==> config.mk <==
export PLATFORM = sky130hd
export DESIGN_NAME = ssu_top
export DESIGN_NICKNAME = d
export VERILOG_FILES = /design/src/logic/ssu_pkg.sv /design/src/logic/ssu_top.sv /design/src/logic/ssu_chan.sv
export SDC_FILE = /design/constraint.sdc
export NUM_CORES = 2
export LEC_CHECK = 0
export BUFFER_PORTS_ARGS = -buffer_cell sky130_fd_sc_hd__buf_2
export CAP_MARGIN = 25
export CORE_ASPECT_RATIO = 1.5
export CORE_MARGIN = 1.5
export CORE_UTILIZATION = 55
export DETAILED_ROUTE_END_ITERATION = 16
export PLACE_DENSITY = 0.75
export RECOVER_POWER = 25
export SYNTH_ARGS = -nofsm -noshare
export SYNTH_HDL_FRONTEND = slang
export SYNTH_SLANG_ARGS = --single-unit
==> constraint.sdc <==
create_clock -name mclk -period 9 [get_ports mclk]
set_clock_uncertainty 0.15 [all_clocks]
set_input_delay 0.45 -clock mclk [delete_from_list [all_inputs] [get_ports mclk]]
set_output_delay 0.45 -clock mclk [all_outputs]
set_load 0.01 [all_outputs]
==> src/logic/ssu_pkg.sv <==
// Purpose: shared constants, modes and pin maps of the six-channel serial unit
// Assumes: pins indexed B0..B7=0..7, C0..C7=8..15, D0..D7=16..23, E0..E7=24..31
// Notes: NOPIN marks an empty routing choice
package ssu_pkg;
   localparam int NCH = 6;
   localparam int NPIN = 32;
   localparam int CK_SELS = 5;
   localparam int CLK_NS = 8;
   localparam int RST_OUT_NS = 1000;
   localparam int RST_OUT_CYC = (RST_OUT_NS + CLK_NS - 1) / CLK_NS;
   localparam logic [15:0] MIN_DIV = 16'h0008;
   localparam logic [15:0] BOOT_DIV = 16'h0010;
   localparam logic [1:0] SEL_NONE = 2'h3;
   localparam logic [1:0] BOOT_TX_SEL = 2'h0;
   localparam logic [1:0] BOOT_RX_SEL = 2'h0;
   localparam logic [5:0] NOPIN = 6'h3F;
   localparam logic [7:0] HDLC_FLAG = 8'h7E;
   localparam logic [2:0] STUFF_ONES = 3'h5;
   localparam logic [15:0] IRDA_NUM = 16'h0003;
   localparam int IRDA_SHIFT = 4;
   typedef enum logic [1:0] {SSU_ASYNC, SSU_SYNC, SSU_HDLC} ssu_mode_t;
   localparam logic [5:0] TX_PIN [NCH][3] = '{
      '{6'h0E, 6'h0F, 6'h3F}, '{6'h0C, 6'h0D, 6'h3F}, '{6'h0A, 6'h0B, 6'h3F},
      '{6'h08, 6'h09, 6'h3F}, '{6'h1E, 6'h0E, 6'h3F}, '{6'h12, 6'h1A, 6'h0A}};
   localparam logic [5:0] RX_PIN [NCH][3] = '{
      '{6'h0F, 6'h1F, 6'h3F}, '{6'h0D, 6'h1D, 6'h3F}, '{6'h0B, 6'h13, 6'h1B},
      '{6'h09, 6'h11, 6'h19}, '{6'h1F, 6'h0F, 6'h3F}, '{6'h13, 6'h1B, 6'h0B}};
   // A-D: sync clock choices; E,F: transmit clock, indexed by the data choice
   localparam logic [5:0] CK_PIN [NCH][CK_SELS] = '{
      '{6'h01, 6'h3F, 6'h3F, 6'h3F, 6'h3F}, '{6'h00, 6'h3F, 6'h3F, 6'h3F, 6'h3F},
      '{6'h12, 6'h1A, 6'h1F, 6'h0F, 6'h3F}, '{6'h10, 6'h13, 6'h18, 6'h1B, 6'h0B},
      '{6'h1C, 6'h0C, 6'h3F, 6'h3F, 6'h3F}, '{6'h10, 6'h18, 6'h08, 6'h3F, 6'h3F}};
endpackage

==> src/logic/ssu_top.sv <==
// Purpose: six-channel serial unit with pin routing, boot mode and reset output
// Assumes: pin_in and boot_select_pins are asynchronous; other inputs are on mclk
// Notes: pin index 0..31 covers ports B, C, D, E; a tx or rx sel of 3 leaves a signal unrouted
`timescale 1ns/1ps
module ssu_top #(
   parameter int RST_CYC = ssu_pkg::RST_OUT_CYC
) (
   input wire logic mclk,
   input wire logic arst_n,
   input wire logic clk_en,
   input wire logic boot_select_pins,
   input wire logic prog_status,
   input wire logic download_done,
   input wire logic status_gpo,
   output logic status_out,
   output logic boot_level,
   output logic prog_mode,
   output logic reset_out_n,
   input ssu_pkg::ssu_mode_t cfg_mode [ssu_pkg::NCH],
   input wire logic [ssu_pkg::NCH-1:0][15:0] cfg_div,
   input wire logic [ssu_pkg::NCH-1:0] cfg_seven,
   input wire logic [ssu_pkg::NCH-1:0] cfg_ninth,
   input wire logic [ssu_pkg::NCH-1:0] cfg_master,
   input wire logic [ssu_pkg::NCH-1:0] cfg_irda,
   input wire logic [ssu_pkg::NCH-1:0][1:0] cfg_tx_sel,
   input wire logic [ssu_pkg::NCH-1:0][1:0] cfg_rx_sel,
   input wire logic [ssu_pkg::NCH-1:0][2:0] cfg_clk_sel,
   input wire logic [ssu_pkg::NCH-1:0] tx_valid,
   input wire logic [ssu_pkg::NCH-1:0][8:0] tx_data,
   output logic [ssu_pkg::NCH-1:0] tx_take,
   output logic [ssu_pkg::NCH-1:0] rx_valid,
   output logic [ssu_pkg::NCH-1:0][8:0] rx_data,
   output logic [ssu_pkg::NCH-1:0] rx_err,
   input wire logic [ssu_pkg::NPIN-1:0] pin_in,
   output logic [ssu_pkg::NPIN-1:0] pin_out,
   output logic [ssu_pkg::NPIN-1:0] pin_oe_n
);
   import ssu_pkg::*;

   if (RST_CYC < 1 || RST_CYC > 65535) begin : g_chk
      $error("reset stretch must be 1 to 65535 cycles");
   end

   logic [NPIN-1:0] ps1_q, ps2_q, pout_d, pdrv_d;
   logic bs1_q, bs2_q, boot_done_q, dl_q;
   logic [1:0] cap_q;
   logic [15:0] rcnt_q;
   logic [NCH-1:0] ch_on, tvalid_g, tx_line, sclk_o, sclk_d, rx_line, sclk_i;
   logic [5:0] tx_pin [NCH];
   logic [5:0] rx_pin [NCH];
   logic [5:0] ck_pin [NCH];
   ssu_mode_t cmode [NCH];
   logic [NCH-1:0][15:0] cdiv;
   logic [NCH-1:0][1:0] txs, rxs;

   // two-stage synchronisers for everything arriving from pins
   always_ff @(posedge mclk or negedge arst_n) begin
      if (!arst_n) begin
         ps1_q <= '1;
         ps2_q <= '1;
         bs1_q <= 1'b0;
         bs2_q <= 1'b0;
      end else if (clk_en) begin
         ps1_q <= pin_in;
         ps2_q <= ps1_q;
         bs1_q <= boot_select_pins;
         bs2_q <= bs1_q;
      end
   end

   // boot level is caught only once the synchroniser holds the real pin value
   always_ff @(posedge mclk or negedge arst_n) begin
      if (!arst_n) begin
         cap_q <= '0;
         boot_done_q <= 1'b0;
         prog_mode <= 1'b0;
         boot_level <= 1'b0;
      end else if (clk_en) begin
         boot_level <= bs2_q;
         if (cap_q != 2'h2) begin
            cap_q <= cap_q + 2'h1;
         end else if (!boot_done_q) begin
            boot_done_q <= 1'b1;
            prog_mode <= bs2_q;
         end
      end
   end

   always_ff @(posedge mclk or negedge arst_n) begin
      if (!arst_n) begin
         dl_q <= 1'b0;
         status_out <= 1'b0;
      end else if (clk_en) begin
         dl_q <= dl_q || download_done;
         status_out <= (prog_mode && !dl_q) ? prog_status : status_gpo;
      end
   end

   // reset output held low for the stretch after the reset input lets go
   always_ff @(posedge mclk or negedge arst_n) begin
      if (!arst_n) begin
         rcnt_q <= 16'(RST_CYC);
         reset_out_n <= 1'b0;
      end else if (clk_en) begin
         if (rcnt_q != 16'h0000) begin
            rcnt_q <= rcnt_q - 16'h0001;
         end
         reset_out_n <= (rcnt_q == 16'h0000);
      end
   end

   always_comb begin
      for (int c = 0; c < NCH; c++) begin
         cmode[c] = cfg_mode[c];
         cdiv[c] = cfg_div[c];
         txs[c] = cfg_tx_sel[c];
         rxs[c] = cfg_rx_sel[c];
         ch_on[c] = (c < 4) || (txs[c] != SEL_NONE && rxs[c] != SEL_NONE);
      end
      // program mode hands channel A to the loader as a fixed async port
      if (prog_mode) begin
         cmode[0] = SSU_ASYNC;
         cdiv[0] = BOOT_DIV;
         txs[0] = BOOT_TX_SEL;
         rxs[0] = BOOT_RX_SEL;
      end
      for (int c = 0; c < NCH; c++) begin
         tx_pin[c] = (txs[c] == SEL_NONE) ? NOPIN : TX_PIN[c][txs[c]];
         rx_pin[c] = (rxs[c] == SEL_NONE) ? NOPIN : RX_PIN[c][rxs[c]];
         if (c >= 4) begin
            ck_pin[c] = (txs[c] == SEL_NONE) ? NOPIN : CK_PIN[c][txs[c]];
         end else begin
            ck_pin[c] = (cfg_clk_sel[c] >= 3'(CK_SELS)) ? NOPIN : CK_PIN[c][cfg_clk_sel[c]];
         end
         tvalid_g[c] = tx_valid[c] && ch_on[c];
         rx_line[c] = (rx_pin[c] == NOPIN) ? 1'b1 : ps2_q[rx_pin[c][4:0]];
         sclk_i[c] = (ck_pin[c] == NOPIN) ? 1'b1 : ps2_q[ck_pin[c][4:0]];
      end
   end

   // later channels win a pin shared by two choices; software avoids such clashes
   always_comb begin
      pout_d = '1;
      pdrv_d = '0;
      for (int c = 0; c < NCH; c++) begin
         if (ch_on[c] && tx_pin[c] != NOPIN) begin
            pout_d[tx_pin[c][4:0]] = tx_line[c];
            pdrv_d[tx_pin[c][4:0]] = 1'b1;
         end
         if (ch_on[c] && sclk_d[c] && ck_pin[c] != NOPIN) begin
            pout_d[ck_pin[c][4:0]] = sclk_o[c];
            pdrv_d[ck_pin[c][4:0]] = 1'b1;
         end
      end
   end

   always_ff @(posedge mclk or negedge arst_n) begin
      if (!arst_n) begin
         pin_out <= '1;
         pin_oe_n <= '1;
      end else if (clk_en) begin
         pin_out <= pout_d;
         pin_oe_n <= ~pdrv_d;
      end
   end

   for (genvar c = 0; c < NCH; c++) begin : g_ch
      ssu_chan #(
         .HAS_SYNC(c < 4),
         .HAS_HDLC(c >= 4)
      ) u_chan (
         .mclk(mclk),
         .arst_n(arst_n),
         .clk_en(clk_en),
         .div(cdiv[c]),
         .seven(cfg_seven[c]),
         .ninth(cfg_ninth[c]),
         .mode(cmode[c]),
         .master(cfg_master[c]),
         .irda(cfg_irda[c]),
         .tx_valid(tvalid_g[c]),
         .tx_data(tx_data[c]),
         .tx_take(tx_take[c]),
         .tx_line(tx_line[c]),
         .rx_line(rx_line[c]),
         .sclk_in(sclk_i[c]),
         .sclk_out(sclk_o[c]),
         .sclk_drv(sclk_d[c]),
         .rx_valid(rx_valid[c]),
         .rx_data(rx_data[c]),
         .rx_err(rx_err[c])
      );
   end
endmodule // ssu_top

==> src/logic/ssu_chan.sv <==
// Purpose: one serial channel: async, clocked and bit-stuffed framed transmit
// Assumes: rx_line and sclk_in already synchronised to mclk
// Notes: framed mode is transmit only; its receive path stays idle
`timescale 1ns/1ps
module ssu_chan #(
   parameter bit HAS_SYNC = 1'b0,
   parameter bit HAS_HDLC = 1'b0
) (
   input wire logic mclk,
   input wire logic arst_n,
   input wire logic clk_en,
   input wire logic [15:0] div,
   input wire logic seven,
   input wire logic ninth,
   input ssu_pkg::ssu_mode_t mode,
   input wire logic master,
   input wire logic irda,
   input wire logic tx_valid,
   input wire logic [8:0] tx_data,
   output logic tx_take,
   output logic tx_line,
   input wire logic rx_line,
   input wire logic sclk_in,
   output logic sclk_out,
   output logic sclk_drv,
   output logic rx_valid,
   output logic [8:0] rx_data,
   output logic rx_err
);
   import ssu_pkg::*;
   typedef enum logic [1:0] {H_IDLE, H_OPEN, H_DATA, H_CLOSE} ssu_hst_t;
   ssu_hst_t hst_q;
   logic sync_m, hdlc_m, tick, rise, fall, tx_ev, stuff, run, sck_q, sin_q, line_q, rbusy_q;
   logic [15:0] dv, half, reload, tcnt_q, rcnt_q, pw;
   logic [10:0] fr, tsr_q;
   logic [3:0] nb, nb_q, rbit_q, rlast;
   logic [2:0] ones_q;
   logic [8:0] rsr_q;

   assign dv = (div < MIN_DIV) ? MIN_DIV : div;
   assign half = {1'b0, dv[15:1]};
   assign sync_m = HAS_SYNC && (mode == SSU_SYNC);
   assign hdlc_m = HAS_HDLC && (mode == SSU_HDLC);
   assign reload = sync_m ? half - 16'h0001 : dv - 16'h0001;
   assign tick = clk_en && (tcnt_q == 16'h0000);
   // master clock idles high and only runs while there is something to shift
   assign run = nb_q != 4'h0 || !sck_q || tx_valid;
   assign rise = sync_m && (master ? tick && run && !sck_q : clk_en && sclk_in && !sin_q);
   assign fall = sync_m && (master ? tick && run && sck_q : clk_en && !sclk_in && sin_q);
   assign tx_ev = sync_m ? fall : tick;
   assign stuff = hdlc_m && (hst_q == H_DATA) && (ones_q == STUFF_ONES);
   assign rlast = 4'h8 + {3'h0, ~seven} + {3'h0, ninth};
   assign pw = (dv >> IRDA_SHIFT) * IRDA_NUM;
   assign tx_line = (hdlc_m && irda) ? (!line_q && tcnt_q > dv - pw) : line_q;
   assign sclk_out = hdlc_m ? (tcnt_q < half) : sck_q;
   assign sclk_drv = (sync_m && master) || hdlc_m;

   always_comb begin
      fr = '1;
      nb = 4'h8;
      if (!sync_m && !hdlc_m) begin
         fr[8:0] = {tx_data[7:0], 1'b0};
         if (seven) begin
            fr[8:0] = {1'b1, tx_data[6:0], 1'b0};
         end
         if (ninth) begin
            fr[seven ? 8 : 9] = tx_data[8];
         end
         nb = rlast + 4'h1;
      end else begin
         fr[7:0] = tx_data[7:0];
      end
   end

   always_ff @(posedge mclk or negedge arst_n) begin
      if (!arst_n) begin
         tcnt_q <= '0;
         sck_q <= 1'b1;
         sin_q <= 1'b1;
      end else if (clk_en) begin
         tcnt_q <= (tcnt_q == 16'h0000) ? reload : tcnt_q - 16'h0001;
         sin_q <= sclk_in;
         if (master && (rise || fall)) begin
            sck_q <= !sck_q;
         end
      end
   end

   always_ff @(posedge mclk or negedge arst_n) begin
      if (!arst_n) begin
         line_q <= 1'b1;
         tsr_q <= '1;
         nb_q <= '0;
         ones_q <= '0;
         hst_q <= H_IDLE;
         tx_take <= 1'b0;
      end else if (clk_en) begin
         tx_take <= 1'b0;
         if (tx_ev) begin
            if (stuff) begin
               line_q <= 1'b0;
               ones_q <= '0;
            end else if (nb_q != 4'h0) begin
               line_q <= tsr_q[0];
               tsr_q <= {1'b1, tsr_q[10:1]};
               nb_q <= nb_q - 4'h1;
               ones_q <= (tsr_q[0] && hst_q == H_DATA) ? ones_q + 3'h1 : 3'h0;
            end else if (hdlc_m) begin
               case (hst_q)
                  H_OPEN, H_DATA: begin
                     nb_q <= 4'h7;
                     if (tx_valid) begin
                        line_q <= tx_data[0];
                        tsr_q <= {4'hF, tx_data[7:1]};
                        ones_q <= tx_data[0] ? ones_q + 3'h1 : 3'h0;
                        tx_take <= 1'b1;
                        hst_q <= H_DATA;
                     end else begin
                        line_q <= HDLC_FLAG[0];
                        tsr_q <= {4'hF, HDLC_FLAG[7:1]};
                        ones_q <= '0;
                        hst_q <= H_CLOSE;
                     end
                  end
                  H_IDLE: begin
                     if (tx_valid) begin
                        line_q <= HDLC_FLAG[0];
                        tsr_q <= {4'hF, HDLC_FLAG[7:1]};
                        nb_q <= 4'h7;
                        ones_q <= '0;
                        hst_q <= H_OPEN;
                     end
                  end
                  default: begin
                     line_q <= 1'b1;
                     hst_q <= H_IDLE;
                  end
               endcase
            end else if (tx_valid) begin
               line_q <= fr[0];
               tsr_q <= {1'b1, fr[10:1]};
               nb_q <= nb - 4'h1;
               tx_take <= 1'b1;
            end
         end
      end
   end

   always_ff @(posedge mclk or negedge arst_n) begin
      if (!arst_n) begin
         rbusy_q <= 1'b0;
         rcnt_q <= '0;
         rbit_q <= '0;
         rsr_q <= '0;
         rx_valid <= 1'b0;
         rx_data <= '0;
         rx_err <= 1'b0;
      end else if (clk_en) begin
         rx_valid <= 1'b0;
         if (sync_m) begin
            if (rise) begin
               rsr_q[rbit_q[2:0]] <= rx_line;
               rbit_q <= {1'b0, rbit_q[2:0] + 3'h1};
               if (rbit_q[2:0] == 3'h7) begin
                  rx_valid <= 1'b1;
                  rx_data <= {1'b0, rx_line, rsr_q[6:0]};
                  rx_err <= 1'b0;
               end
            end
         end else if (!hdlc_m) begin
            if (!rbusy_q) begin
               rbit_q <= '0;
               rsr_q <= '0;
               if (!rx_line) begin
                  rbusy_q <= 1'b1;
                  rcnt_q <= half;
               end
            end else if (rcnt_q != 16'h0000) begin
               rcnt_q <= rcnt_q - 16'h0001;
            end else begin
               rcnt_q <= dv - 16'h0001;
               rbit_q <= rbit_q + 4'h1;
               // high at mid start bit was a glitch, not a start
               if (rbit_q == 4'h0 && rx_line) begin
                  rbusy_q <= 1'b0;
               end else if (rbit_q == rlast) begin
                  rbusy_q <= 1'b0;
                  rx_valid <= 1'b1;
                  rx_err <= !rx_line;
                  rx_data <= {rsr_q[8] & ninth, rsr_q[7] & !seven, rsr_q[6:0]};
               end else if (rbit_q != 4'h0 && rbit_q <= (seven ? 4'h7 : 4'h8)) begin
                  rsr_q[rbit_q - 4'h1] <= rx_line;
               end else if (rbit_q != 4'h0) begin
                  rsr_q[8] <= rx_line;
               end
            end
         end
      end
   end
endmodule // ssu_chan

==> key figures <==
Status
  • Outcome: finished, violations left
  • Failing checks: capacitance limit, slew limit

STA
  • Final setup viols: 0
  • Slew Limit Headroom: -2.056
  • Fin crit share: 0.7669
  • Max Slew Vio Count: 230
  • Min Clock Period, post-route: 6.902 ns
  • Post-Route Setup TNS: 0 ns
  • Final worst slack: 2.098 ns
  • Final hold violation count: 0
  • Worst-Margin Slew: 4.583 ns
  • Unrepaired setup endpoints after global routing: false
  • Max Fclk: 144.9 MHz

Hold path
  • Hold Path Depth: 4
  • Hold path start: cfg_clk_sel[2]
  • Hold Crit Class: input port to flop
  • Hold Path End: pin_out[1]

Power and ir drop
  • Max VDD drop: 0.2051 mV
  • Pwr/cell area: 211.6 nW/um2
  • Pleak: 0.01961 uW

Worst setup path
  • Worst R2R End: g_ch[5].u_chan.nb_q[3]
  • R2R depth: 9
  • Worst Setup Path Type: input port to flop
  • CP endpoint kind: flop
  • Setup crit start: clk_en
  • CP Data Arrival Time: 7.35 ns
  • Max FO, Critical Path: 47
  • CP Data Required Time: 9.44 ns
  • Type of origin of the critical path: input port
  • Worst R2R Start: g_ch[5].u_chan.tcnt_q[7]
  • FF-to-FF setup slack: 4.88 ns

Die
  • Initial Util: 0.5544
  • Die Y: 339.6 um
  • Number of I/O pins: 413
  • # rows: 123
  • Total Die Area: 77240 um2
  • Die width: 227.4 um
  • Core box area: 74950 um2

Synthesis
  • Seq/Total Area, Yosys: 0.3471
  • Top post-synthesis cells by area: dfrtp_1, dfstp_2, ha_1
  • Top cell type's share of synthesized area: 0.2421
  • Main flop type after synthesis: dfrtp_1
  • Leading area contributor after synthesis: dfrtp_1
  • Post-synthesis cell area: 41550 um2
  • Syn Inst Count: 4977
  • Mean Syn Cell Area: 8.348 um2
  • Async S/R FF share, synth: 1.000
  • Yosys reg bits: 568
  • EDFF count, synth: 0
  • Ys Warns: 0
  • Yosys cell types: 105

Clock tree
  • Worst-Skew Late Latency: 0.67 ns
  • CTS root buffer: clkbuf_16
  • H-tree Lvls: 2
  • Clock transition at the registers of the reported paths: 0.06 ns
  • Post-CTS Setup Inserts: 0
  • CTS tree: done
  • Post-CTS Hold Buffers: 87
  • TritonCTS Buffers: 60
  • Post-CTS Resized: 0
  • Clk buf depth: 3
  • Clock sink count: 568

Routing
  • First-pass detailed-route iteration total: 7
  • DR vias: 39.71k
  • DRT iter0 DRCs: 2840
  • Final WL: 127000 um
  • Post-route ant nets: 0
  • Wire length per cell: 20.12 um
  • DRC: 0
  • Vias/cell: 6.292

Place
  • Placed Instances: 6105
  • Dpl hpwl: 92340 um
  • Pre-CTS setup slack: 3.018 ns
  • Final GP Congestion: 0.9573
  • Port bufs: 380

GRT
  • Initial antenna violation count: 11
  • Via count of the first global-routing pass: 38.72k
  • First-pass GRT wire length: 201200 um
  • Tot GR Track Use: 0.3232
  • Grt total ovfl: 0
  • Largest net degree at the start of global routing: 171

Finish
  • Fin nets: 5797
  • Final Non-Filler Cells: 6311
  • Most frequent cells in the layout: nand2_1, nor2_1, dfrtp_1, a21oi_1, o21ai_0
  • Synth-to-Final Area Change: 12.48%
  • Share of post-route cells with drive strength above 1: 0.1502
  • Commonest non-fill, non-tap cell in the layout: nand2_1

Job
  • Max cap viols: 4
[worst max-delay path by stage]
stage	endpoint	slack, ns	cells past startpoint
2_1_floorplan	pin_out[10]	3.77	22
3_3_place_gp	pin_out[10]	3.05	22
3_5_place_dp	pin_out[26]	3.02	25
4_1_cts	pin_out[10]	3.24	21
5_1_grt	g_ch[5].u_chan.rsr_q[1]	1.76	9
6_report	g_ch[5].u_chan.rsr_q[3]	2.10	9
[synthesized netlist by cell type, drive strengths merged, types with 18 or more instances]
cell type  count
a211oi        35
a21o          46
a21oi        367
a221o         23
a22o          19
a22oi         33
a31oi         70
and2          19
and3          29
buf           62
clkbuf       236
dfrtp        402
dfstp        166
ha           265
inv          192
mux2         111
mux2i         31
nand2        540
nand2b        46
nand3        165
nand4         63
nor2         454
nor2b         47
nor3         184
nor3b         38
nor4          82
nor4b         18
o211ai        53
o21a          48
o21ai        371
o221ai        22
o22a          27
o22ai         46
o31ai         59
or2           42
or3           68
or4           49
xnor2        107
xor2          97
[cell families after synthesis]
logic type / after synthesis / share of synthesized area
simple gates: 1890 / 0.2220
mux: 143 / 0.03827
compound gates: 1410 / 0.2199
xor+xnor: 204 / 0.04300
other cells: 1 / 0.00009025
flops: 568 / 0.3471
fa+ha+maj: 269 / 0.08173
buf+inv: 492 / 0.04794
[area by class of cell]
class | count | area [um2]
Multi-Input combinational cell | 3920 | 25230
Inverter | 194 | 729.5
Clock buffer | 84 | 1703
Tap cell | 1000 | 1251
Antenna cell | 4 | 10.01
Timing Repair Buffer | 511 | 3012
Clock inverter | 30 | 380.4
Fill cell | 6618 | 28210
Sequential cell | 568 | 14420
[registers in the layout (all words and copies together) (netlist names), 16 cells and up]
signal	flops
g_ch.u_chan.rx_data	54
g_ch.u_chan.nb_q	24
g_ch.u_chan.rbit_q	24
rcnt_q	16
g_ch.u_chan.rsr_q	54
ps1_q	16
g_ch.u_chan.tcnt_q	96
pin_out	30
ps2_q	16
g_ch.u_chan.rcnt_q	96
g_ch.u_chan.tsr_q	54
pin_oe_n	30
[routing by layer]
layer  up-vias  global-route usage  routed length, um
met1     19040              0.3864              50010
met4        16              0.1720               6948
met3       440             0.05453               8390
li1      18720                   -                  -
met2      1502              0.5502              61510
met5         -                   0                118
[stage by stage]
stage	instance area (um2)	power, uW	hold WS (ns)	utilization
after global placement	43900	7046	0.2982	0.5858
after CTS	46870	9903	0.001031	0.6253
after detailed placement	43910	7150	0.3014	0.5859
after global routing	46730	10510	0.03001	0.6235
final	46730	9890	0.03050	0.6235
after floorplan	41560	6136	0.004409	-
[where the power goes]
group          leakage [uW]  total [uW]  internal [uW]  switching [uW]
logic                0.0120        3300           1380            1920
registers           0.00661        3910           3220             693
clock network       0.00101        2680           1530            1150
[critical path: stages]
cell	delay (ns)
clkbuf_1	1.60
clkinvlp_2	1.64
clkbuf_1	1.05
nor2_1	1.11
nand2_1	0.55
nor2_1	0.21
nand2_1	0.12
nor2_1	0.39
a32o_1	0.19
(Power assumes the default switching activity.)
